===== src/design/pmbus_status_cfg.svh =====
// Command codes, field positions, masks and limits of the status bank
`ifndef PMBUS_STATUS_CFG_SVH
`define PMBUS_STATUS_CFG_SVH

// Command codes
`define CMD_CLEAR_FAULTS 8'h03
`define CMD_SUMMARY      8'h79
`define CMD_VOUT         8'h7A
`define CMD_IOUT         8'h7B
`define CMD_INPUT        8'h7C
`define CMD_TEMP         8'h7D
`define CMD_CML          8'h7E
`define CMD_VENDOR       8'h80
`define CMD_PADS         8'hE5

// Supported bits of each flag byte
`define VOUT_SUPP        8'hFE
`define IOUT_SUPP        8'hA0
`define INPUT_SUPP       8'hA8
`define TEMP_SUPP        8'hD0
`define CML_SUPP         8'hFB
`define VENDOR_SUPP      8'hFB

// Bits allowed to pull the alert line
`define VOUT_ALERT       8'hFE
`define INPUT_ALERT      8'h80

// Field positions
`define CML_INVALID_CMD  7
`define VEND_TEMP_FAULT  7
`define VEND_TEMP_WARN   6
`define VEND_FAULT_LOW   0
`define SUM_NOT_PGOOD    11

// Reset value of every flag byte
`define FLAG_RST         8'h00

// Internal temperature limits in degrees C (160 and 130)
`define TEMP_FAULT_C     16'h00A0
`define TEMP_WARN_C      16'h0082

`endif


===== src/design/pmbus_status_pkg.sv =====
// Types shared by the status register bank
package pmbus_status_pkg;

  typedef logic [7:0]      flag_byte_t;
  typedef logic [1:0][7:0] chan_flags_t;
  typedef logic [15:0]     word_t;

  typedef enum logic [1:0] {
    RD_IDLE = 2'b00,
    RD_DONE = 2'b01,
    RD_ERR  = 2'b10
  } rd_state_t;

endpackage : pmbus_status_pkg


===== src/design/pmbus_status_register_bank.sv =====
// Status flag bytes, summary word and pad-state word of a two-channel bank
//
// Functional notes
// - Summary word low byte equals the channel's one-byte summary.
// - Summary bits 15, 14, 13 flag any output V, output I, input.
// - Any vendor flag sets summary bit 12 and may pull alert.
// - Summary bit 11 is not-power-good; bits 10 to 8 read zero.
// - Output voltage byte: bits 7..1 OV/UV/ceiling/timeouts, bit 0 zero.
// - Output voltage bits 7 down to 1 may pull alert.
// - Writing one to an output voltage bit clears that bit.
// - Output current byte: fault bit 7, warning bit 5, rest zero.
// - Input byte: OV fault 7, UV warning 5, unit off 3.
// - Of the input byte only bit 7 may pull alert.
// - Writing one to input bit 7 clears the overvoltage fault.
// - Temperature byte: OT fault 7, OT warning 6, UT fault 4.
// - Comm/memory/logic byte flags bits 7..3, 1, 0; bit 2 zero.
// - Current, temperature and comm bytes may pull alert when set.
// - Writing one to a supported bit of those bytes clears it.
// - Vendor byte bits 5, 4, 3, 1, 0 as listed; bit 2 zero.
// - Vendor bits 7 and 6 flag internal temperature fault and warning.
// - Pad word bits 15/14 flag slave channels; 13 and 12 zero.
// - Pad bits 11 and 10: current readings invalid, sync disabled.
// - Pad bits 9 and 8 give power-good; slaves report one.
// - Pad bits 7..0 give run and fault drive and levels.
// - Pad word is read-only, two bytes; a host write to it sets the invalid-command flag.
// - Clear-faults clears every status bit at once, releasing alert.
// - A condition still present after clear-faults sets its flag again.
`timescale 1ns/1ps
`include "pmbus_status_cfg.svh"
module pmbus_status_register_bank
  import pmbus_status_pkg::*;
(
  // Clock and reset
  input  wire logic        mclk_i,
  input  wire logic        rstn_i,
  // Command port
  input  wire logic [7:0]  cmd_i,
  input  wire logic        page_i,
  input  wire logic        wr_en_i,
  input  wire flag_byte_t  wr_data_i,
  input  wire logic        rd_en_i,
  output word_t            rd_data_o,
  output logic             rd_valid_o,
  output logic             rd_err_o,
  // Fault and warning conditions
  input  wire chan_flags_t vout_cond_i,
  input  wire chan_flags_t iout_cond_i,
  input  wire chan_flags_t temp_cond_i,
  input  wire chan_flags_t vendor_cond_i,
  input  wire flag_byte_t  input_cond_i,
  input  wire flag_byte_t  cml_cond_i,
  input  wire logic [15:0] int_temp_i,
  input  wire chan_flags_t status_byte_i,
  // Channel state
  input  wire logic [1:0]  pgood_i,
  input  wire logic [1:0]  slave_i,
  input  wire logic        iout_invalid_i,
  input  wire logic [1:0]  run_drive_i,
  input  wire logic [1:0]  fault_drive_i,
  // Pins
  input  wire logic [1:0]  run_pin_i,
  input  wire logic [1:0]  fault_pin_i,
  input  wire logic        sync_dis_pin_i,
  // Alert line, open drain
  output logic             alert_o,
  output logic             alert_oe_o
);

  ////////////////////////////////////////////////////////////////////////
  // Pin synchronisers
  logic [1:0]  run_s;
  logic [1:0]  fault_s;
  logic        sync_dis_s;

  pin_sync #(.W(5)) u_sync (
    .mclk_i (mclk_i),
    .rstn_i (rstn_i),
    .pin_i  ({sync_dis_pin_i, run_pin_i, fault_pin_i}),
    .sync_o ({sync_dis_s, run_s, fault_s})
  );

  ////////////////////////////////////////////////////////////////////////
  // Command decode
  logic        clr_all;
  logic        known_wr;
  logic        known_rd;
  logic        inv_cmd;

  assign clr_all = wr_en_i && (cmd_i == `CMD_CLEAR_FAULTS);

  always_comb begin
    if (cmd_i == `CMD_CLEAR_FAULTS || cmd_i == `CMD_SUMMARY) begin
      known_wr = 1'b1;
    end else if (cmd_i >= `CMD_VOUT && cmd_i <= `CMD_CML) begin
      known_wr = 1'b1;
    end else if (cmd_i == `CMD_VENDOR) begin
      known_wr = 1'b1;
    end else begin
      known_wr = 1'b0;
    end
  end

  always_comb begin
    if (cmd_i >= `CMD_SUMMARY && cmd_i <= `CMD_CML) begin
      known_rd = 1'b1;
    end else if (cmd_i == `CMD_VENDOR || cmd_i == `CMD_PADS) begin
      known_rd = 1'b1;
    end else begin
      known_rd = 1'b0;
    end
  end

  // A write to the read-only pad word counts as an invalid command
  assign inv_cmd = (wr_en_i && !known_wr) || (rd_en_i && !known_rd);

  ////////////////////////////////////////////////////////////////////////
  // Unpaged flag bytes
  flag_byte_t  input_q;
  flag_byte_t  cml_q;
  flag_byte_t  input_w1c;
  flag_byte_t  cml_w1c;
  flag_byte_t  cml_set;

  assign input_w1c = (wr_en_i && cmd_i == `CMD_INPUT) ? wr_data_i : '0;
  assign cml_w1c   = (wr_en_i && cmd_i == `CMD_CML) ? wr_data_i : '0;
  assign cml_set   = cml_cond_i | {inv_cmd, 7'h00};

  sticky_flags #(.SUPP(`INPUT_SUPP)) u_input (
    .mclk_i    (mclk_i),
    .rstn_i    (rstn_i),
    .set_i     (input_cond_i),
    .w1c_i     (input_w1c),
    .clr_all_i (clr_all),
    .flags_o   (input_q)
  );

  sticky_flags #(.SUPP(`CML_SUPP)) u_cml (
    .mclk_i    (mclk_i),
    .rstn_i    (rstn_i),
    .set_i     (cml_set),
    .w1c_i     (cml_w1c),
    .clr_all_i (clr_all),
    .flags_o   (cml_q)
  );

  ////////////////////////////////////////////////////////////////////////
  // Paged flag bytes, one set per channel
  chan_flags_t vout_q;
  chan_flags_t iout_q;
  chan_flags_t temp_q;
  chan_flags_t vendor_q;
  word_t       sum_w [2];
  logic        temp_fault;
  logic        temp_warn;

  // Internal temperature is shared, so both channels see it
  assign temp_fault = $signed(int_temp_i) > $signed(`TEMP_FAULT_C);
  assign temp_warn  = $signed(int_temp_i) > $signed(`TEMP_WARN_C);

  for (genvar ch = 0; ch < 2; ch++) begin : g_chan
    logic       sel;
    flag_byte_t vend_set;

    assign sel = wr_en_i && (page_i == ch[0]);
    assign vend_set = {temp_fault, temp_warn, vendor_cond_i[ch][5:1],
                       !fault_s[ch]};

    sticky_flags #(.SUPP(`VOUT_SUPP)) u_vout (
      .mclk_i    (mclk_i),
      .rstn_i    (rstn_i),
      .set_i     (vout_cond_i[ch]),
      .w1c_i     ((sel && cmd_i == `CMD_VOUT) ? wr_data_i : '0),
      .clr_all_i (clr_all),
      .flags_o   (vout_q[ch])
    );

    sticky_flags #(.SUPP(`IOUT_SUPP)) u_iout (
      .mclk_i    (mclk_i),
      .rstn_i    (rstn_i),
      .set_i     (iout_cond_i[ch]),
      .w1c_i     ((sel && cmd_i == `CMD_IOUT) ? wr_data_i : '0),
      .clr_all_i (clr_all),
      .flags_o   (iout_q[ch])
    );

    sticky_flags #(.SUPP(`TEMP_SUPP)) u_temp (
      .mclk_i    (mclk_i),
      .rstn_i    (rstn_i),
      .set_i     (temp_cond_i[ch]),
      .w1c_i     ((sel && cmd_i == `CMD_TEMP) ? wr_data_i : '0),
      .clr_all_i (clr_all),
      .flags_o   (temp_q[ch])
    );

    sticky_flags #(.SUPP(`VENDOR_SUPP)) u_vendor (
      .mclk_i    (mclk_i),
      .rstn_i    (rstn_i),
      .set_i     (vend_set),
      .w1c_i     ((sel && cmd_i == `CMD_VENDOR) ? wr_data_i : '0),
      .clr_all_i (clr_all),
      .flags_o   (vendor_q[ch])
    );

    // Input flags are unpaged and summarised into both channels
    assign sum_w[ch] = {|vout_q[ch], |iout_q[ch], |input_q,
                        |vendor_q[ch],
                        !pgood_i[ch], 3'h0,
                        status_byte_i[ch]};
  end

  ////////////////////////////////////////////////////////////////////////
  // Pad-state word
  word_t       pads_w;
  logic [1:0]  pgood_rep;

  // A slave has no own regulation loop, so it reports good
  assign pgood_rep = pgood_i | slave_i;

  assign pads_w = {slave_i[1], slave_i[0], 2'h0,
                   iout_invalid_i, sync_dis_s,
                   pgood_rep[1], pgood_rep[0],
                   run_drive_i[1], run_drive_i[0],
                   run_s[1], run_s[0],
                   fault_drive_i[1], fault_drive_i[0],
                   fault_s[1], fault_s[0]};

  ////////////////////////////////////////////////////////////////////////
  // Read path, answer one cycle after the request
  rd_state_t   rd_state_q;
  word_t       rd_mux;

  always_comb begin
    if (cmd_i == `CMD_SUMMARY) begin
      rd_mux = sum_w[page_i];
    end else if (cmd_i == `CMD_VOUT) begin
      rd_mux = {8'h00, vout_q[page_i]};
    end else if (cmd_i == `CMD_IOUT) begin
      rd_mux = {8'h00, iout_q[page_i]};
    end else if (cmd_i == `CMD_INPUT) begin
      rd_mux = {8'h00, input_q};
    end else if (cmd_i == `CMD_TEMP) begin
      rd_mux = {8'h00, temp_q[page_i]};
    end else if (cmd_i == `CMD_CML) begin
      rd_mux = {8'h00, cml_q};
    end else if (cmd_i == `CMD_VENDOR) begin
      rd_mux = {8'h00, vendor_q[page_i]};
    end else if (cmd_i == `CMD_PADS) begin
      rd_mux = pads_w;
    end else begin
      rd_mux = 16'h0000;
    end
  end

  always_ff @(posedge mclk_i or negedge rstn_i) begin
    if (!rstn_i) begin
      rd_data_o <= 16'h0000;
    end else if (rd_en_i) begin
      rd_data_o <= rd_mux;
    end
  end

  always_ff @(posedge mclk_i or negedge rstn_i) begin
    if (!rstn_i) begin
      rd_state_q <= RD_IDLE;
    end else begin
      case (rd_state_q)
        RD_IDLE, RD_DONE, RD_ERR: begin
          if (!rd_en_i) begin
            rd_state_q <= RD_IDLE;
          end else if (known_rd) begin
            rd_state_q <= RD_DONE;
          end else begin
            rd_state_q <= RD_ERR;
          end
        end
        default: rd_state_q <= RD_IDLE;
      endcase
    end
  end

  assign rd_valid_o = (rd_state_q == RD_DONE);
  assign rd_err_o   = (rd_state_q == RD_ERR);

  ////////////////////////////////////////////////////////////////////////
  // Alert line
  logic        alert_any;
  logic        alert_q;

  assign alert_any = |(vout_q[0] & `VOUT_ALERT) |
                     |(vout_q[1] & `VOUT_ALERT) |
                     |(input_q & `INPUT_ALERT) |
                     |iout_q | |temp_q | |cml_q |
                     |vendor_q;

  // Registered so the open-drain enable never glitches
  always_ff @(posedge mclk_i or negedge rstn_i) begin
    if (!rstn_i) begin
      alert_q <= 1'b0;
    end else begin
      alert_q <= alert_any;
    end
  end

  assign alert_o    = 1'b0;
  assign alert_oe_o = alert_q;

  ////////////////////////////////////////////////////////////////////////
  // Checks
  logic        no_cond;
  flag_byte_t  sb_sel;
  logic        pg_sel;

  assign sb_sel  = status_byte_i[page_i];
  assign pg_sel  = pgood_i[page_i];
  assign no_cond = !(|vout_cond_i || |iout_cond_i || |temp_cond_i ||
                     |vendor_cond_i || |input_cond_i || |cml_cond_i ||
                     temp_warn || fault_s != 2'h3 || inv_cmd);
endmodule : pmbus_status_register_bank


===== src/design/pin_sync.sv =====
// Two-flop synchroniser for pin levels
`timescale 1ns/1ps
module pin_sync #(
  parameter int W = 1
) (
  // Clock and reset
  input  wire logic         mclk_i,
  input  wire logic         rstn_i,
  // Levels
  input  wire logic [W-1:0] pin_i,
  output logic      [W-1:0] sync_o
);

  logic [W-1:0] meta_q;

  always_ff @(posedge mclk_i or negedge rstn_i) begin
    if (!rstn_i) begin
      meta_q <= '0;
      sync_o <= '0;
    end else begin
      meta_q <= pin_i;
      sync_o <= meta_q;
    end
  end

endmodule : pin_sync


===== src/design/sticky_flags.sv =====
// One sticky flag byte with write-one-to-clear and clear-all
`timescale 1ns/1ps
`include "pmbus_status_cfg.svh"
module sticky_flags
  import pmbus_status_pkg::*;
#(
  parameter flag_byte_t SUPP = 8'hFF
) (
  // Clock and reset
  input  wire logic       mclk_i,
  input  wire logic       rstn_i,
  // Events and clears
  input  wire flag_byte_t set_i,
  input  wire flag_byte_t w1c_i,
  input  wire logic       clr_all_i,
  // Flags
  output flag_byte_t      flags_o
);

  flag_byte_t flags_d;

  // Set is applied last so an event never loses against a clear
  always_comb begin
    if (clr_all_i) begin
      flags_d = set_i;
    end else begin
      flags_d = (flags_o & ~w1c_i) | set_i;
    end
  end

  always_ff @(posedge mclk_i or negedge rstn_i) begin
    if (!rstn_i) begin
      flags_o <= `FLAG_RST;
    end else begin
      flags_o <= flags_d & SUPP;
    end
  end

endmodule : sticky_flags


===== config.mk =====
export PLATFORM = sky130hd
export DESIGN_NAME = pmbus_status_register_bank
export DESIGN_NICKNAME = d
export VERILOG_FILES = /design/src/design/pmbus_status_pkg.sv /design/src/design/pmbus_status_register_bank.sv /design/src/design/pin_sync.sv /design/src/design/sticky_flags.sv
export VERILOG_INCLUDE_DIRS = /design/src /design/src/design
export SDC_FILE = /design/constraint.sdc
export NUM_CORES = 1
export LEC_CHECK = 0
export BUFFER_PORTS_ARGS = -buffer_cell sky130_fd_sc_hd__buf_2
export CAP_MARGIN = 30
export CORE_MARGIN = 8
export CORE_UTILIZATION = 49
export DETAILED_ROUTE_END_ITERATION = 8
export PLACE_DENSITY = 0.81
export SYNTH_ARGS = -nofsm -noshare
export SYNTH_HDL_FRONTEND = slang
export SYNTH_SLANG_ARGS = --single-unit

===== constraint.sdc =====
create_clock -name mclk_i -period 2 [get_ports mclk_i]
set_clock_uncertainty 0.15 [all_clocks]
set_input_delay 0.4 -clock mclk_i [delete_from_list [all_inputs] [get_ports mclk_i]]
set_output_delay 0.4 -clock mclk_i [all_outputs]
set_load 0.005 [all_outputs]

# Yosys cells after proc, flatten, opt, wreduce, memory -nomap -nowiden
# Cells that the tools add are included.
# word_totals
regBits	77
output_inout_bits	20
# op_classes
n_bitwise	40
magnitude_cmp	7
n_reduce_logical	39
eq_ne	11
mux	47
# op_table
operator	count
$mux 8	28
$mux 16	11
$or 8x8->8	11
$and 8x8->8	10
$not 8->8	10
$eq 8x7->1 const B	6
$reduce_or 7->1	5
$gt 16x9->1 const B	2
$logic_and 1x1->1	17
$eq 8x8->1 const B	2
$ge 8x7->1 const B	2
$reduce_or 14->1	1
$eq 8x2->1 const B	1
$le 8x7->1 const B	1
$logic_not 1->1	6
$mux 2	3
$or 1x1->1	6
$reduce_or 3->1	2
$reduce_or 6->1	1
$mux 1	5
$reduce_or 2->1	2
$reduce_or 4->1	1
$logic_or 1x1->1	3
$eq 2x1->1 const B	1
other kinds (7)	7

# Depth between registers and ports, before layout
# depth
word_depth	10
mapped_depth	7
mapped_depth_nobuf	5

# Modules after synthesis
# A second synthesis with hierarchy kept.
# unflattened
cells_unflattened	579
area_unflattened_um2	5253.8
# by_module_without_submodules
mod	n_inst	cells_per_inst	area_per_inst_um2
pmbus_status_register_bank	1	383	2864.0
sticky_flags at g_chan[0].u_vendor ...	5	23	282.8
sticky_flags at g_chan[0].u_temp ...	3	15	157.7
sticky_flags at g_chan[0].u_iout ...	2	13	126.4
pin_sync	1	10	250.2

# Least setup slack after synthesis
# Ideal clock, no wire load.
# synth_timing
path_type	input-to-reg
start	input cmd_i[3]
end	register u_cml.flags_o[7]
slack_ps	158
arrival_time_ps	1566
t_required_ps	1724
stages	7
cell_sequence	buf_6 -> and4b_2 -> and2_4 -> and3_1 -> buf_4 -> nand2_1 -> a311o_1
# synth_via
elab_chain_len	10
elab_cells_between_ends	30
cone_classes	order compare (3); eq/ne (5); mux (7); bitwise (4); reduce/logical (11)
# synth_rtl
item	line_no	source
start, declared	pmbus_status_register_bank.sv:37	input wire logic [7:0] cmd_i,
$ge 8x7->1 (no line) (tied with other cells)	-	
$logic_and 1x1->1 (no line) (tied with other cells)	-	
$mux 1 (on tied branches)	pmbus_status_register_bank.sv:94, pmbus_status_register_bank.sv:106	
$mux 1 (on tied branches)	pmbus_status_register_bank.sv:92, pmbus_status_register_bank.sv:104	
$logic_not 1->1	pmbus_status_register_bank.sv:114	assign inv_cmd = (wr_en_i && !known_wr) || (rd_en_i && !known_rd);
$logic_and 1x1->1	pmbus_status_register_bank.sv:114	
$logic_or 1x1->1	pmbus_status_register_bank.sv:114	
$or 8x8->8	pmbus_status_register_bank.sv:126	assign cml_set = cml_cond_i | {inv_cmd, 7'h00};
$or 8x8->8	sticky_flags.sv:27	flags_d = (flags_o & ~w1c_i) | set_i;
$mux 8 *	sticky_flags.sv:24	if (clr_all_i) begin
named net u_cml.flags_d[7]	sticky_flags.sv:20	flag_byte_t flags_d;
end signal, assigned	sticky_flags.sv:33	flags_o <= `FLAG_RST;
end signal, assigned	sticky_flags.sv:35	flags_o <= flags_d & SUPP;
end, declared	sticky_flags.sv:17	output flag_byte_t flags_o
# Mark *: on every way through the listed nets, which the timed path passes. The rest lies on a longest branch.
# A chain may end at the register's enable or synchronous reset.

# Worst setup path in the final report
# layout_timing
start	register g_chan[1].u_vendor.flags_o[4]
end	register rd_data_o[12]
# layout_via
elab_chain_len	5
# layout_rtl
item	line_no	source
start, declared	sticky_flags.sv:17	
start signal, assigned	sticky_flags.sv:33	
start signal, assigned	sticky_flags.sv:35	
$reduce_or 7->1	pmbus_status_register_bank.sv:206	|vendor_q[ch],
$mux 16 (not written as such) (3 in series)	pmbus_status_register_bank.sv:234	rd_mux = sum_w[page_i];
$mux 16	pmbus_status_register_bank.sv:233	if (cmd_i == `CMD_SUMMARY) begin
end signal, assigned	pmbus_status_register_bank.sv:258	rd_data_o <= rd_mux;
end, declared	pmbus_status_register_bank.sv:42	output word_t rd_data_o,
# Every way passes these cells. The select of a mux whose other input is x is not followed.

==> key figures <==
Timing
  • Hold Fails Final Rpt: 0
  • Hold_ws: 0.0689 ns
  • Final min period: 1.89 ns
  • Achievable frequency: about 0.53 GHz
  • Slew Viols, Final: 0
  • Unrepaired setup endpoints after global routing: no
  • # setup viols final: 0
  • Final Cycle Share: ~95%
  • Setup TNS: 0 ns
  • Setup WS post-layout: between 0.1 and 0.15 ns

Critical path
  • Reg-to-Reg Start: g_chan[1].u_vendor.flags_o[4]$_DFF_PN0_
  • Crit start category: register
  • Crit path max-delay cell type: or4_1
  • CP Class: reg -> reg
  • CP peak stage delay: around 0.53 ns
  • Setup slack, reg-to-reg: roughly 0.11 ns
  • R2R Path End: rd_data_o[12]$_DFFE_PN0P_
  • CP Cell Sequence: or4_1 -> nor4_1 -> mux2i_1 -> nand3_1 -> o21ai_0
  • Critical Path AT: between 1.5 and 2 ns
  • Largest fanout on the critical path: 3
  • CP required: ~2.1 ns
  • Element type at the critical path end: register
  • Crit path from: g_chan[1].u_vendor.flags_o[4]$_DFF_PN0_
  • Reg2Reg Depth: 5

Place
  • Placed insts: between 600 and 700
  • Port buffer count: between 100 and 150
  • Setup WS pre-CTS: -0.100 ns
  • Hpwl dp: roughly 11000 um
  • Placer Congestion: ~0.95
  • Placed cell area: between 5000 and 6000 sq um

Logic synthesis
  • Synth area leaders: dfrtp_1 (47%), a31o_2 (8.7%), mux2i_1 (6.1%)
  • Synth area leader: dfrtp_1
  • Cell Area, Synth: slightly above 4000 sq um
  • Async S/R FF share, synth: 100%
  • Mean Syn Cell Area: between 10 and 15 sq um
  • Synth warn: 0
  • Most used DFF post-synth: dfrtp_1
  • Post-Syn Instances: approximately 410
  • Synth top area share: 46.7%
  • Syn nets: around 560
  • Seq/Total Area, Yosys: 46.7%
  • Cell variety after synth: between 60 and 70
  • Yosys reg bits: 77
  • Number of synthesized flops with an enable pin: 0

Routing
  • 1st-pass router iterations: 4
  • Antenna-violating nets left: 0
  • Vias post-DR: 4061
  • DRC Markers: 0
  • 1st-iter DRT viols: about 250
  • Drt via density: around 5.9
  • Drt total wl: between 10000 and 15000 um
  • Routed WL per cell: between 15 and 20 um

Die
  • FP Rows: 33
  • Die Ht: about 110 um
  • DIE AREA: about 12000 sq um
  • Die X: 108 um
  • I/O Pins: between 150 and 200
  • Initial Util: between 50% and 60%
  • Placeable Area: slightly above 8000 sq um

Min path
  • Hold Path Origin: vout_cond_i[4]
  • Hold EP: g_chan[0].u_vout.flags_o[4]$_DFF_PN0_
  • Worst hold path class: in -> reg
  • Hold Path Stages: 2

Cells and area
  • Layout area overhead: 31.3%
  • Commonest non-fill, non-tap cell in the layout: buf_2
  • Multi-input gate area: 2030 sq um
  • Most frequent cells in the layout: buf_2 (126), dfrtp_1 (77), nand2_1 (53), buf_4 (50), a31o_2 (41)
  • Fill count: around 700
  • Diode count: 0
  • Register area: approximately 1900 sq um
  • Final Util: between 60% and 70%
  • Share of cells above drive strength 1: roughly 44%
  • Design area: about 5400 sq um
  • Nets: 723
  • Final cell count without fillers: 686

Clocking
  • Clk buf depth: 2
  • CTS Buf Count: 9
  • CTS tree: yes
  • Number of post-CTS setup repair buffers: 0
  • Clock Latency Late Sink: approximately 0.36 ns
  • Clk sinks: 77
  • Root buffer cell: clkbuf_8
  • Worst-path clk slew: around 0.09 ns
  • H-tree depth: 3

Global routing
  • Vias in the first global route: between 4000 and 5000
  • Met2 usage in global routing: between 30% and 40%
  • GR peak layer: met2
  • GRT Resource Usage Total: 23.5%
  • Met1 Use GR: 30.7%
  • Antenna violations before repair: 0
  • M3 GR Usage: ~6.5%
  • Largest net degree at the start of global routing: 47
  • Global-route wire length before repair: between 20000 and 25000 um
  • Congestion Overflow GR: 0

Job
  • MaxCap Viol Count: 0

Run status
  • Status: complete, no violations

Power and ir drop
  • Power Density: between 500 and 600 nW/um^2
  • Leakage: 2.29 nW
  • Total chip power: around 3.1 mW
  • Max VDD drop: approximately 0.00035 V
==> power by group <==
part / switching [mW] / internal, mW / total, mW
clock network: 0.642 / 0.465 / 1.11
logic: 0.217 / 0.194 / 0.411
registers: 0.0147 / 1.58 / 1.60
==> synth_stat cells (all sizes together), types with 4 or more instances <==
library cell  instances
o22ai                 4
nor3                  6
nand2b                6
or4                   7
inv                   7
nand3                 9
a21oi                20
dfrtp                77
a31o                 44
nor2b                 9
buf                  20
nor2                 18
nor4                 12
clkbuf                8
nand4                 6
mux2                  7
mux2i                25
and3                  4
nand2                54
o21ai                18
==> state kept, by name, summed over array words and instances (netlist names), 2 cells and up <==
name and cells:
u_cml.flags_o 7, g_chan.u_temp.flags_o 6, u_input.flags_o 3, g_chan.u_iout.flags_o 4, g_chan.u_vout.flags_o 14, rd_data_o 16, g_chan.u_vendor.flags_o 14, u_sync.meta_q 5
rd_state_q 2, u_sync.sync_o 5
==> final cells by class <==
| type | instances | area share [%] |
|---|---|---|
| clock buffers | 9 | 2.29 |
| multi-input cells | 296 | 37.4 |
| inverters | 7 | 0.485 |
| repair buffers | 185 | 20.8 |
| flip-flops and latches | 77 | 35.6 |
| well taps | 105 | 2.42 |
| clock inverters | 7 | 1.04 |
==> layer usage <==
metal,vias to the layer above,wire length (um),share of wire (%)
met1,1976,5730,42
met2,202,6440,47
met3,14,1220,9.0
met4,0,193,1.4
met5,-,0,0
li1,1869,-,-
==> worst max path at each step <==
stage               cells after the start                          to  slack, ns
floorplan                               7  u_cml.flags_o[7]$_DFF_PN0_       0.16
global placement                        7    rd_data_o[6]$_DFFE_PN0P_      -0.03
detailed placement                      6    rd_data_o[0]$_DFFE_PN0P_      -0.10
CTS                                     5   rd_data_o[15]$_DFFE_PN0P_       0.12
global route                            5   rd_data_o[12]$_DFFE_PN0P_     0.0007
finish                                  5   rd_data_o[12]$_DFFE_PN0P_       0.11
==> repair_timing <==
action	in CTS	in global routing
hold endpoints to repair	30	0
resized for setup	0	1
setup endpoints to repair	0	2
hold buffers	6	0
==> worst max-delay path: cells and delay by family (launching register included) <==
| family | cells | cell delay (ns) |
|---|---|---|
| simple gates | 3 | 0.96 |
| compound gates | 1 | 0.09 |
| mux | 1 | 0.16 |
| flops | 1 | 0.41 |
==> logic make-up (layout without fill, tap and decap cells) <==
family / count (synthesis) / after routing / synth area share [%]
AND/OR/NAND/NOR: 144 / 144 / 19.4
multiplexers: 32 / 32 / 7.97
AO/OA/AOI/OAI: 119 / 119 / 21.5
flip-flops: 77 / 77 / 46.7
other: 1 / 1 / 0.0908
buffers and inverters: 35 / 208 / 4.33
Power figures use the tool's default switching activity.
